===== config.mk =====
export PLATFORM = sky130hd
export DESIGN_NAME = dfu_top
export DESIGN_NICKNAME = d
export VERILOG_FILES = /design/src/pkg/dfu_pkg.sv /design/src/core/dfu_bcd2bin.sv /design/src/core/dfu_bin2bcd.sv /design/src/core/dfu_top.sv
export VERILOG_INCLUDE_DIRS = /design/src /design/src/pkg
export SDC_FILE = /design/constraint.sdc
export NUM_CORES = 2
export LEC_CHECK = 0
export BUFFER_PORTS_ARGS = -buffer_cell sky130_fd_sc_hd__buf_2
export CAP_MARGIN = 20
export CORE_MARGIN = 5
export CORE_UTILIZATION = 67
export CTS_CLUSTER_DIAMETER = 30
export DETAILED_ROUTE_END_ITERATION = 7
export GPL_TIMING_DRIVEN = 1
export PLACE_DENSITY = 0.85
export REMOVE_ABC_BUFFERS = 1
export SYNTH_ARGS = -nofsm -noshare
export SYNTH_HDL_FRONTEND = slang
export SYNTH_SLANG_ARGS = --single-unit

===== constraint.sdc =====
create_clock -name clk -period 6.7 [get_ports clk]
set_clock_uncertainty 0.05 [all_clocks]
set_input_delay 1.34 -clock clk [delete_from_list [all_inputs] [get_ports clk]]
set_output_delay 1.34 -clock clk [all_outputs]
set_load 0.01 [all_outputs]

===== src/pkg/dfu_consts.svh =====
`ifndef DFU_CONSTS_SVH
`define DFU_CONSTS_SVH

// double-extended layout
`define DFU_EXT_BIAS     15'h3fff
`define DFU_EXT_EXP_TOP  15'h7fff
`define DFU_INT_BIT      7'h3f

// single-precision layout
`define DFU_SGL_BIAS     15'h007f
`define DFU_SGL_DEN_EXP  15'h007e
`define DFU_SGL_EXP_TOP  8'hff

// packed decimal memory format
`define DFU_NDIG         5'h12
`define DFU_NBITS        6'h3c
`define DFU_MAX_SHIFT    17'h0003b
`define DFU_DIGIT_MAX    4'h9
`define DFU_MAG_MAX      60'hde0_b6b3_a763_ffff
`define DFU_INDEF        80'hffff_c000_0000_0000_0000

// vector lane sizes
`define DFU_LANE_BYTE    2'h0
`define DFU_LANE_WORD    2'h1
`define DFU_LANE_DWORD   2'h2

`endif


===== src/pkg/dfu_pkg.sv =====
`default_nettype none
package dfu_pkg;

  // operations issued by the execution core
  typedef enum logic [2:0] {
    DFU_OP_LOAD_DEC  = 3'b000,
    DFU_OP_STORE_DEC = 3'b001,
    DFU_OP_UNPK_PK   = 3'b010,
    DFU_OP_PK_UNPK   = 3'b011,
    DFU_OP_SGL_EXT   = 3'b100,
    DFU_OP_VEC_SIGNS = 3'b101
  } dfu_op_t;

  typedef enum logic [1:0] {
    DFU_IDLE      = 2'b00,
    DFU_LOAD_RUN  = 2'b01,
    DFU_STORE_RUN = 2'b10
  } dfu_state_t;

  typedef struct packed {
    dfu_op_t      op;
    logic [79:0]  data;
    logic [127:0] vec;
    logic [1:0]   lane;
    logic         muldiv;
    logic         inv_masked;
  } dfu_req_t;

  typedef struct packed {
    logic invalid;
    logic digit_err;
    logic sign;
  } dfu_flags_t;

endpackage
`default_nettype wire


===== src/core/dfu_bcd2bin.sv =====
`timescale 1ns/1ps
`default_nettype none
`include "dfu_consts.svh"

module dfu_bcd2bin (
  // clock and reset
  input  wire logic        clk,
  input  wire logic        rst_b,
  // request
  input  wire logic        start,
  input  wire logic [71:0] digits,
  // result
  output logic             done,
  output logic [59:0]      bin
);

  logic [71:0] dig;
  logic [4:0]  cnt;
  logic        run;
  logic [71:0] next_dig;
  logic [4:0]  next_cnt;
  logic        next_run;
  logic        next_done;
  logic [59:0] next_bin;

  // msd first, acc = acc*10 + digit; shifts avoid a multiplier
  always_comb begin
    next_dig  = dig;
    next_cnt  = cnt;
    next_run  = run;
    next_bin  = bin;
    next_done = 1'b0;
    if (start) begin
      next_dig = digits;
      next_cnt = `DFU_NDIG;
      next_run = 1'b1;
      next_bin = '0;
    end else if (run) begin
      next_bin = (bin << 3) + (bin << 1) + {56'h0, dig[71:68]};
      next_dig = {dig[67:0], 4'h0};
      next_cnt = cnt - 5'h01;
      if (cnt == 5'h01) begin
        next_run  = 1'b0;
        next_done = 1'b1;
      end
    end
  end

  always_ff @(posedge clk or negedge rst_b) begin
    if (!rst_b) begin
      dig  <= '0;
      cnt  <= '0;
      run  <= 1'b0;
      done <= 1'b0;
      bin  <= '0;
    end else begin
      dig  <= next_dig;
      cnt  <= next_cnt;
      run  <= next_run;
      done <= next_done;
      bin  <= next_bin;
    end
  end

endmodule
`default_nettype wire


===== src/core/dfu_bin2bcd.sv =====
`timescale 1ns/1ps
`default_nettype none
`include "dfu_consts.svh"

module dfu_bin2bcd (
  // clock and reset
  input  wire logic        clk,
  input  wire logic        rst_b,
  // request
  input  wire logic        start,
  input  wire logic [59:0] bin,
  // result
  output logic             done,
  output logic [71:0]      bcd
);

  logic [59:0] sh;
  logic [5:0]  cnt;
  logic        run;
  logic [59:0] next_sh;
  logic [5:0]  next_cnt;
  logic        next_run;
  logic        next_done;
  logic [71:0] next_bcd;
  logic [71:0] adj;

  // add three to every digit above four before each shift
  function automatic logic [71:0] dabble(input logic [71:0] v);
    logic [71:0] r;
    r = v;
    for (int i = 0; i < 18; i++) begin
      if (v[i*4 +: 4] > 4'h4) begin
        r[i*4 +: 4] = v[i*4 +: 4] + 4'h3;
      end
    end
    return r;
  endfunction

  // one bit per cycle, msb first
  always_comb begin
    adj       = dabble(bcd);
    next_sh   = sh;
    next_cnt  = cnt;
    next_run  = run;
    next_bcd  = bcd;
    next_done = 1'b0;
    if (start) begin
      next_sh  = bin;
      next_cnt = `DFU_NBITS;
      next_run = 1'b1;
      next_bcd = '0;
    end else if (run) begin
      next_bcd = {adj[70:0], sh[59]};
      next_sh  = {sh[58:0], 1'b0};
      next_cnt = cnt - 6'h01;
      if (cnt == 6'h01) begin
        next_run  = 1'b0;
        next_done = 1'b1;
      end
    end
  end

  always_ff @(posedge clk or negedge rst_b) begin
    if (!rst_b) begin
      sh   <= '0;
      cnt  <= '0;
      run  <= 1'b0;
      done <= 1'b0;
      bcd  <= '0;
    end else begin
      sh   <= next_sh;
      cnt  <= next_cnt;
      run  <= next_run;
      done <= next_done;
      bcd  <= next_bcd;
    end
  end

endmodule
`default_nettype wire


===== src/core/dfu_top.sv =====
`timescale 1ns/1ps
`default_nettype none
`include "dfu_consts.svh"

module dfu_top (
  // clock and reset
  input  wire logic                clk,
  input  wire logic                rst_b,
  // request from the execution core
  input  wire logic                req_valid,
  input  wire dfu_pkg::dfu_req_t   req,
  output logic                     busy,
  // response
  output logic                     resp_valid,
  output logic [79:0]              resp_data,
  output dfu_pkg::dfu_flags_t      resp_flags
);

  dfu_pkg::dfu_state_t state;
  dfu_pkg::dfu_state_t next_state;
  dfu_pkg::dfu_op_t    cur_op;
  dfu_pkg::dfu_op_t    next_cur_op;
  dfu_pkg::dfu_flags_t hold;
  dfu_pkg::dfu_flags_t next_hold;
  dfu_pkg::dfu_flags_t next_resp_flags;
  logic                next_busy;
  logic                next_resp_valid;
  logic [79:0]         next_resp_data;
  logic                take;
  logic                dec_start;
  logic                enc_start;
  logic                dec_done;
  logic                enc_done;
  logic [59:0]         dec_bin;
  logic [71:0]         enc_bcd;
  logic [60:0]         st_mag;
  logic [63:0]         norm_v;
  logic [6:0]          lz;
  logic [7:0]          s_exp;
  logic [22:0]         s_frac;
  logic [3:0]          dig;

  // leading zero count of a 64-bit significand
  function automatic logic [6:0] lzc64(input logic [63:0] v);
    logic [6:0] n;
    n = 7'h40;
    for (int i = 0; i < 64; i++) begin
      if (v[i]) begin
        n = 7'(63 - i);
      end
    end
    return n;
  endfunction

  // any nibble above nine in an eighteen digit field
  function automatic logic bcd_bad(input logic [71:0] v);
    logic b;
    b = 1'b0;
    for (int i = 0; i < 18; i++) begin
      if (v[i*4 +: 4] > `DFU_DIGIT_MAX) begin
        b = 1'b1;
      end
    end
    return b;
  endfunction

  // extended value to integer magnitude, {invalid, magnitude}
  function automatic logic [60:0] store_mag(input logic [79:0] x);
    logic [16:0] e;
    logic [63:0] s;
    logic [60:0] r;
    e = {2'b00, x[78:64]} - {2'b00, `DFU_EXT_BIAS};
    s = '0;
    r = '0;
    if (x[78:64] == `DFU_EXT_EXP_TOP) begin
      r = {1'b1, 60'h0};
    end else if (x[78:64] < `DFU_EXT_BIAS) begin
      r = '0; // fraction only, truncated to zero
    end else if (e > `DFU_MAX_SHIFT) begin
      r = {1'b1, 60'h0};
    end else begin
      s = x[63:0] >> (6'h3f - e[5:0]);
      r = {s[59:0] > `DFU_MAG_MAX, s[59:0]};
    end
    return r;
  endfunction

  assign take = req_valid && (state == dfu_pkg::DFU_IDLE);

  dfu_bcd2bin u_dec (
    .clk    (clk),
    .rst_b  (rst_b),
    .start  (dec_start),
    .digits (req.data[71:0]),
    .done   (dec_done),
    .bin    (dec_bin)
  );

  dfu_bin2bcd u_enc (
    .clk   (clk),
    .rst_b (rst_b),
    .start (enc_start),
    .bin   (st_mag[59:0]),
    .done  (enc_done),
    .bcd   (enc_bcd)
  );

  // sequencing and result formation; the decimal paths run iteratively
  // to keep area small at the cost of tens of cycles per operation
  always_comb begin
    next_state      = state;
    next_cur_op     = cur_op;
    next_hold       = hold;
    next_resp_valid = 1'b0;
    next_resp_data  = resp_data;
    next_resp_flags = resp_flags;
    dec_start       = 1'b0;
    enc_start       = 1'b0;
    st_mag          = store_mag(req.data);
    norm_v          = '0;
    lz              = '0;
    s_exp           = req.data[30:23];
    s_frac          = req.data[22:0];
    dig             = '0;
    case (state)
      dfu_pkg::DFU_IDLE: begin
        if (take) begin
          next_cur_op = req.op;
          next_hold   = '0;
          case (req.op)
            dfu_pkg::DFU_OP_LOAD_DEC: begin
              dec_start            = 1'b1;
              next_hold.sign       = req.data[79];
              next_hold.digit_err  = bcd_bad(req.data[71:0]);
              next_state           = dfu_pkg::DFU_LOAD_RUN;
            end
            dfu_pkg::DFU_OP_STORE_DEC: begin
              next_hold.sign = req.data[79];
              if (st_mag[60]) begin
                next_resp_valid         = 1'b1;
                next_resp_flags         = '0;
                next_resp_flags.invalid = 1'b1;
                next_resp_flags.sign    = req.data[79];
                next_resp_data          = req.inv_masked ?
                                          `DFU_INDEF : '0;
              end else begin
                enc_start  = 1'b1;
                next_state = dfu_pkg::DFU_STORE_RUN;
              end
            end
            dfu_pkg::DFU_OP_UNPK_PK: begin
              next_resp_valid = 1'b1;
              next_resp_flags = '0;
              next_resp_data  = '0;
              for (int i = 0; i < 8; i++) begin
                dig = req.data[i*8 +: 4];
                next_resp_data[i*4 +: 4] = dig;
                if (dig > `DFU_DIGIT_MAX) begin
                  next_resp_flags.digit_err = 1'b1;
                end
                if (req.muldiv && (req.data[i*8+4 +: 4] != 4'h0)) begin
                  next_resp_flags.digit_err = 1'b1;
                end
              end
            end
            dfu_pkg::DFU_OP_PK_UNPK: begin
              next_resp_valid = 1'b1;
              next_resp_flags = '0;
              next_resp_data  = '0;
              for (int i = 0; i < 8; i++) begin
                dig = req.data[i*4 +: 4];
                next_resp_data[i*8 +: 8] = {4'h0, dig};
                if (dig > `DFU_DIGIT_MAX) begin
                  next_resp_flags.digit_err = 1'b1;
                end
              end
            end
            dfu_pkg::DFU_OP_SGL_EXT: begin
              next_resp_valid      = 1'b1;
              next_resp_flags      = '0;
              next_resp_flags.sign = req.data[31];
              if (s_exp == 8'h00 && s_frac == 23'h0) begin
                next_resp_data = {req.data[31], 79'h0};
              end else if (s_exp == 8'h00) begin
                // denormal: integer bit zero, normalize it
                norm_v = {1'b0, s_frac, 40'h0};
                lz     = lzc64(norm_v);
                next_resp_data = {req.data[31],
                  `DFU_EXT_BIAS - `DFU_SGL_DEN_EXP - {8'h00, lz},
                  norm_v << lz};
              end else if (s_exp == `DFU_SGL_EXP_TOP) begin
                next_resp_data = {req.data[31], `DFU_EXT_EXP_TOP,
                                  1'b1, s_frac, 40'h0};
              end else begin
                next_resp_data = {req.data[31],
                  {7'h00, s_exp} - `DFU_SGL_BIAS + `DFU_EXT_BIAS,
                  1'b1, s_frac, 40'h0};
              end
            end
            dfu_pkg::DFU_OP_VEC_SIGNS: begin
              // top bit of each lane, lane 0 in bit 0
              next_resp_valid = 1'b1;
              next_resp_flags = '0;
              next_resp_data  = '0;
              for (int i = 0; i < 16; i++) begin
                if (req.lane == `DFU_LANE_BYTE) begin
                  next_resp_data[i] = req.vec[i*8+7];
                end else if (req.lane == `DFU_LANE_WORD && i < 8) begin
                  next_resp_data[i] = req.vec[i*16+15];
                end else if (req.lane == `DFU_LANE_DWORD && i < 4) begin
                  next_resp_data[i] = req.vec[i*32+31];
                end else if (i < 2) begin
                  next_resp_data[i] = req.vec[i*64+63];
                end
              end
            end
            default: begin
              next_resp_valid = 1'b1;
              next_resp_flags = '0;
              next_resp_flags.invalid = 1'b1;
              next_resp_data  = '0;
            end
          endcase
        end
      end
      dfu_pkg::DFU_LOAD_RUN: begin
        if (dec_done) begin
          // exact: 60 bits of magnitude fit the 64-bit significand
          norm_v          = {4'h0, dec_bin};
          lz              = lzc64(norm_v);
          next_resp_valid = 1'b1;
          next_resp_flags = hold;
          next_state      = dfu_pkg::DFU_IDLE;
          if (dec_bin == 60'h0) begin
            next_resp_data = {hold.sign, 79'h0};
          end else begin
            next_resp_data = {hold.sign,
              `DFU_EXT_BIAS + {8'h00, `DFU_INT_BIT} - {8'h00, lz},
              norm_v << lz};
          end
        end
      end
      dfu_pkg::DFU_STORE_RUN: begin
        if (enc_done) begin
          next_resp_valid = 1'b1;
          next_resp_flags = hold;
          next_resp_data  = {hold.sign, 7'h00, enc_bcd};
          next_state      = dfu_pkg::DFU_IDLE;
        end
      end
      default: begin
        next_state = dfu_pkg::DFU_IDLE;
      end
    endcase
    next_busy = (next_state != dfu_pkg::DFU_IDLE);
  end

  always_ff @(posedge clk or negedge rst_b) begin
    if (!rst_b) begin
      state      <= dfu_pkg::DFU_IDLE;
      cur_op     <= dfu_pkg::DFU_OP_LOAD_DEC;
      hold       <= '0;
      busy       <= 1'b0;
      resp_valid <= 1'b0;
      resp_data  <= '0;
      resp_flags <= '0;
    end else begin
      state      <= next_state;
      cur_op     <= next_cur_op;
      hold       <= next_hold;
      busy       <= next_busy;
      resp_valid <= next_resp_valid;
      resp_data  <= next_resp_data;
      resp_flags <= next_resp_flags;
    end
  end

  // checks
  a_indef_store: assert property (
    @(posedge clk) disable iff (!rst_b)
    take && req.op == dfu_pkg::DFU_OP_STORE_DEC && req.inv_masked &&
    req.data[78:64] == `DFU_EXT_EXP_TOP |=> resp_valid &&
    resp_flags.invalid && resp_data == `DFU_INDEF)
    else $error("masked invalid store did not give indefinite");

  a_sign_byte_zero: assert property (
    @(posedge clk) disable iff (!rst_b)
    resp_valid && cur_op == dfu_pkg::DFU_OP_STORE_DEC &&
    !resp_flags.invalid |-> resp_data[78:72] == 7'h00 &&
    resp_data[79] == resp_flags.sign)
    else $error("store sign byte low bits not zero");

  a_load_latency: assert property (
    @(posedge clk) disable iff (!rst_b)
    take && req.op == dfu_pkg::DFU_OP_LOAD_DEC |->
    !resp_valid [*8] ##13 resp_valid)
    else $error("decimal load result not at cycle twenty");

  a_store_bound: assert property (
    @(posedge clk) disable iff (!rst_b)
    take && req.op == dfu_pkg::DFU_OP_STORE_DEC |->
    ##[1:64] resp_valid)
    else $error("decimal store never answered");

  a_norm_int_bit: assert property (
    @(posedge clk) disable iff (!rst_b)
    resp_valid && !resp_flags.invalid &&
    (cur_op == dfu_pkg::DFU_OP_LOAD_DEC ||
     cur_op == dfu_pkg::DFU_OP_SGL_EXT) &&
    resp_data[78:64] != 15'h0 |-> resp_data[63])
    else $error("nonzero result not normalized");

  a_load_exp_range: assert property (
    @(posedge clk) disable iff (!rst_b)
    resp_valid && cur_op == dfu_pkg::DFU_OP_LOAD_DEC && resp_data[63]
    |-> resp_data[78:64] >= 15'h3fff && resp_data[78:64] <= 15'h403a)
    else $error("loaded exponent outside biased range");

  a_sgl_bias: assert property (
    @(posedge clk) disable iff (!rst_b)
    take && req.op == dfu_pkg::DFU_OP_SGL_EXT &&
    req.data[30:23] != 8'h00 && req.data[30:23] != 8'hff |=>
    resp_data[78:64] == {7'h00, $past(req.data[30:23])} + 15'h3f80)
    else $error("single exponent rebias wrong");

  a_unpk_clear: assert property (
    @(posedge clk) disable iff (!rst_b)
    take && req.op == dfu_pkg::DFU_OP_PK_UNPK |=> resp_valid &&
    resp_data[7:4] == 4'h0 && resp_data[63:60] == 4'h0 &&
    resp_data[3:0] == $past(req.data[3:0]))
    else $error("unpacked high nibble not cleared");

  a_resp_pulse: assert property (
    @(posedge clk) disable iff (!rst_b)
    resp_valid && !take |=> !resp_valid)
    else $error("response held longer than one cycle");

endmodule
`default_nettype wire


==> reports/metrics.yaml <==
synthesis:
  synthAdderAreaFrac: 0.0568
  synthSimpleGateAreaFrac: 0.161
  syn_area_per_cell_um2: 8.37
  synth_mux_area_frac: 0.211
  synth_xor_area_frac: 0.0268
  synth_top_area_share: 0.273
  synth.area.top_cells: "dfrtp_1, mux2i_1, ha_1"
  synth_compound_area_frac: 0.219
  syn_area_um2: 33800
  synth_top_flop_cell: "dfrtp_1"
  synth_common_cells: "mux2i_1, nand2_1, dfrtp_1, nor2_1, o21ai_0"
  synth-seq-area-share: 0.273
  synth_cell_types: 99
  yosysMostFrequentCell: "mux2i_1"
  synth_top_family_by_area: "compound AO/OA/AOI/OAI gates"
  ys_seq_elements: 368
  synthCells: 4034
  yosys.area.top_type: "dfrtp_1"
  synth_edf_count: 0
  ys_warn_count: 0
  synthArstFlopShare: 1.00
drt:
  wl_per_cell_um: 27.1
  finalWirelength_um: 132000
  drtIter0Drc: 5308
  vias: 35200
  via_per_inst: 7.25
  ant_nets: 0
  dr.pass1.iters: 8
  drc: 0
critical_path:
  critical_path.max_fanout: 50
  worstPathRequired_ps: 7200
  path_cells: "buf_2 > inv_1 > ha_4 > buf_12 > buf_4 > buf_12 > mux2i_1 > mux4_2 > nor2_1 > or4_1 > or4_1 > a31oi_1 > nor3_2 > o31ai_2 > buf_4 > a311o_2 > buf_12 > nand2b_1 > a21boi_0"
  crit_top_cell: "buf_12"
  start_kind: "input pin"
  cp-end-kind: "flop"
  slowest_stage: "or4_1"
  crit_arrival_ps: 6710
  criticalPathCategory: "input pin to flop"
  reg2reg_setup_slack_ps: 1180
  max_stage_delay_ps: 650
  crit_family: "simple AND/OR/NAND/NOR gates"
  cp.buffers_inverters: 7
sta:
  period_share: 0.928
  slew_viol_final: 0
  fmax_mhz: 161
  final-setup-viol-count: 0
  worstMarginPinSlew_ps: 1130
  max_slew_margin: 0.245
  rsz0062_at_grt: "false"
  final.min_clock_period_ps: 6220
  hold_viol_final: 0
clock_network:
  clock-sinks: 368
  post_cts_resized: 0
  htree_num_levels: 3
  post_cts_buffers: 0
  clock_latency_ps: 630
  tritoncts: "done"
  numCtsBuffers: 83
  cts_hold_buf: 0
  clkTransAtPathRegs_ps: 60
  root_buffer: "clkbuf_16"
  clk_path_buf_depth: 3
job:
  cap_viol_max_count: 0
die:
  dieArea_um2: 55000
  initial_core_util: 0.676
  core_area_um2: 50000
  core.rowCount: 82
  dieWidth_um: 234
  die_h_um: 234
  pin_count: 303
place:
  place_area_um2: 35400
  place_hpwl_um: 91500
  place_congestion: 1.04
  io_buffers: 190
global_routing:
  grt_pass1_vias: 33100
  grt_busiest_layer: "met2"
  use_met3: 0.117
  grt_antenna_before_repair: 9
  grt.total_usage: 0.463
  grt_max_degree: 118
  grtUsageMet2: 0.688
  grt_use_met1: 0.619
  grt_overflow_total: 0
  grt_pass1_wl_um: 198000
cells_and_area:
  nFillCells: 3391
  final_util: 0.768
  syn2layout_area_growth_pct: 13.6
  final_nets: 4484
  finalInstanceArea_um2: 38400
  drive_above_1_share: 0.155
power:
  leakagePower_nw: 17.4
  ir_worst_vdd_mv: 0.638
  p_per_area_nw_per_um2: 552
worst_hold_path:
  hp-class: "flop to flop"
status:
  status: "finished clean"
## metrics by stage
step                      hold slack, ps  total power [mW]  instances  worst slack [ps]  setup TNS (ps)
after floorplan                      389              13.0       3725             -7560        -1201110
after CTS                            426              20.7       4853               711               0
after global placement               405              15.6       4701               292               0
after detailed placement             411              16.0       4701               137               0
final                                427              21.2       4859               483               0
after global routing                 441              22.2       4856               367               0
## cell families after synthesis
family,Yosys count
simple gates,1209
compound gates,1162
mux,619
buf+inv,423
flops,368
fa+ha+maj,152
xor+xnor,101
## per-layer routing
metal | up-vias | wire [um]
met4 | 6 | 9210
met2 | 2687 | 56600
met5 | - | 46
li1 | 15200 | -
met1 | 16800 | 49100
met3 | 608 | 16600
## where the power goes
group          leakage (nW)  internal [mW]  switching, mW
Combinational          11.2           4.86           7.54
Clock                  1.44           2.83           1.50
Sequential             4.71           3.12           1.34
## worst register-to-register path, stage by stage, from the launching register on
cell       delay [ps]
dfrtp_1           530
or4_1             650
nor3_1            320
o21ai_0           350
a21oi_4           760
buf_4             430
mux2i_1           300
mux2i_1           180
mux2i_1           500
o22ai_1           190
o311a_1           320
a2111oi_0         680
o21ai_1           130
## cell usage in the layout (no fill, tap or decap), types with 65 or more instances in the layout
cell / count
xnor2_1: 72
a211oi_1: 91
mux2i_1: 479
clkbuf_16: 83
nand2_1: 448
buf_4: 100
nand3_1: 107
dfrtp_1: 366
ha_1: 148
mux2_2: 65
buf_2: 189
inv_1: 111
nor2_1: 354
o21ai_0: 316
nor3_1: 79
a21oi_1: 268
## worst paths after layout
path,from,endpoint,depth (start not counted)
max,req[197],resp_data[75],19
max in group asynchronous,rst_b,resp_data[62],2
min in group asynchronous,rst_b,u_dec.bin[17],1
min,resp_data[0],resp_data[0],2
max reg2reg,u_dec.bin[35],resp_data[59],12
min reg2reg,resp_data[0],resp_data[0],2
## final cells by class
type	instances	area, um^2	area share
Multi-Input combinational cell	3243	22900	0.597
Clock inverter	59	766	0.0200
Sequential cell	368	9220	0.240
Timing Repair Buffer	304	1990	0.0519
Tap cell	672	841	0.0219
Inverter	114	428	0.0112
Clock buffer	93	2190	0.0572
Antenna cell	6	15.0	0.000391
## registers in the layout, summed over array words and instances, names as in the netlist
| name | count |
|---|---|
| u_dec.bin | 60 |
| u_enc.bcd | 72 |
| u_enc.done | 1 |
| busy | 1 |
| u_dec.dig | 72 |
| resp_data | 80 |
| u_enc.sh | 60 |
| u_dec.cnt | 5 |
| resp_valid | 1 |
| u_enc.cnt | 6 |
| resp_flags | 3 |
| state | 2 |
| hold | 2 |
| u_enc.run | 1 |
| u_dec.done | 1 |
| u_dec.run | 1 |
No activity file was read; power rests on OpenSTA's default activity.
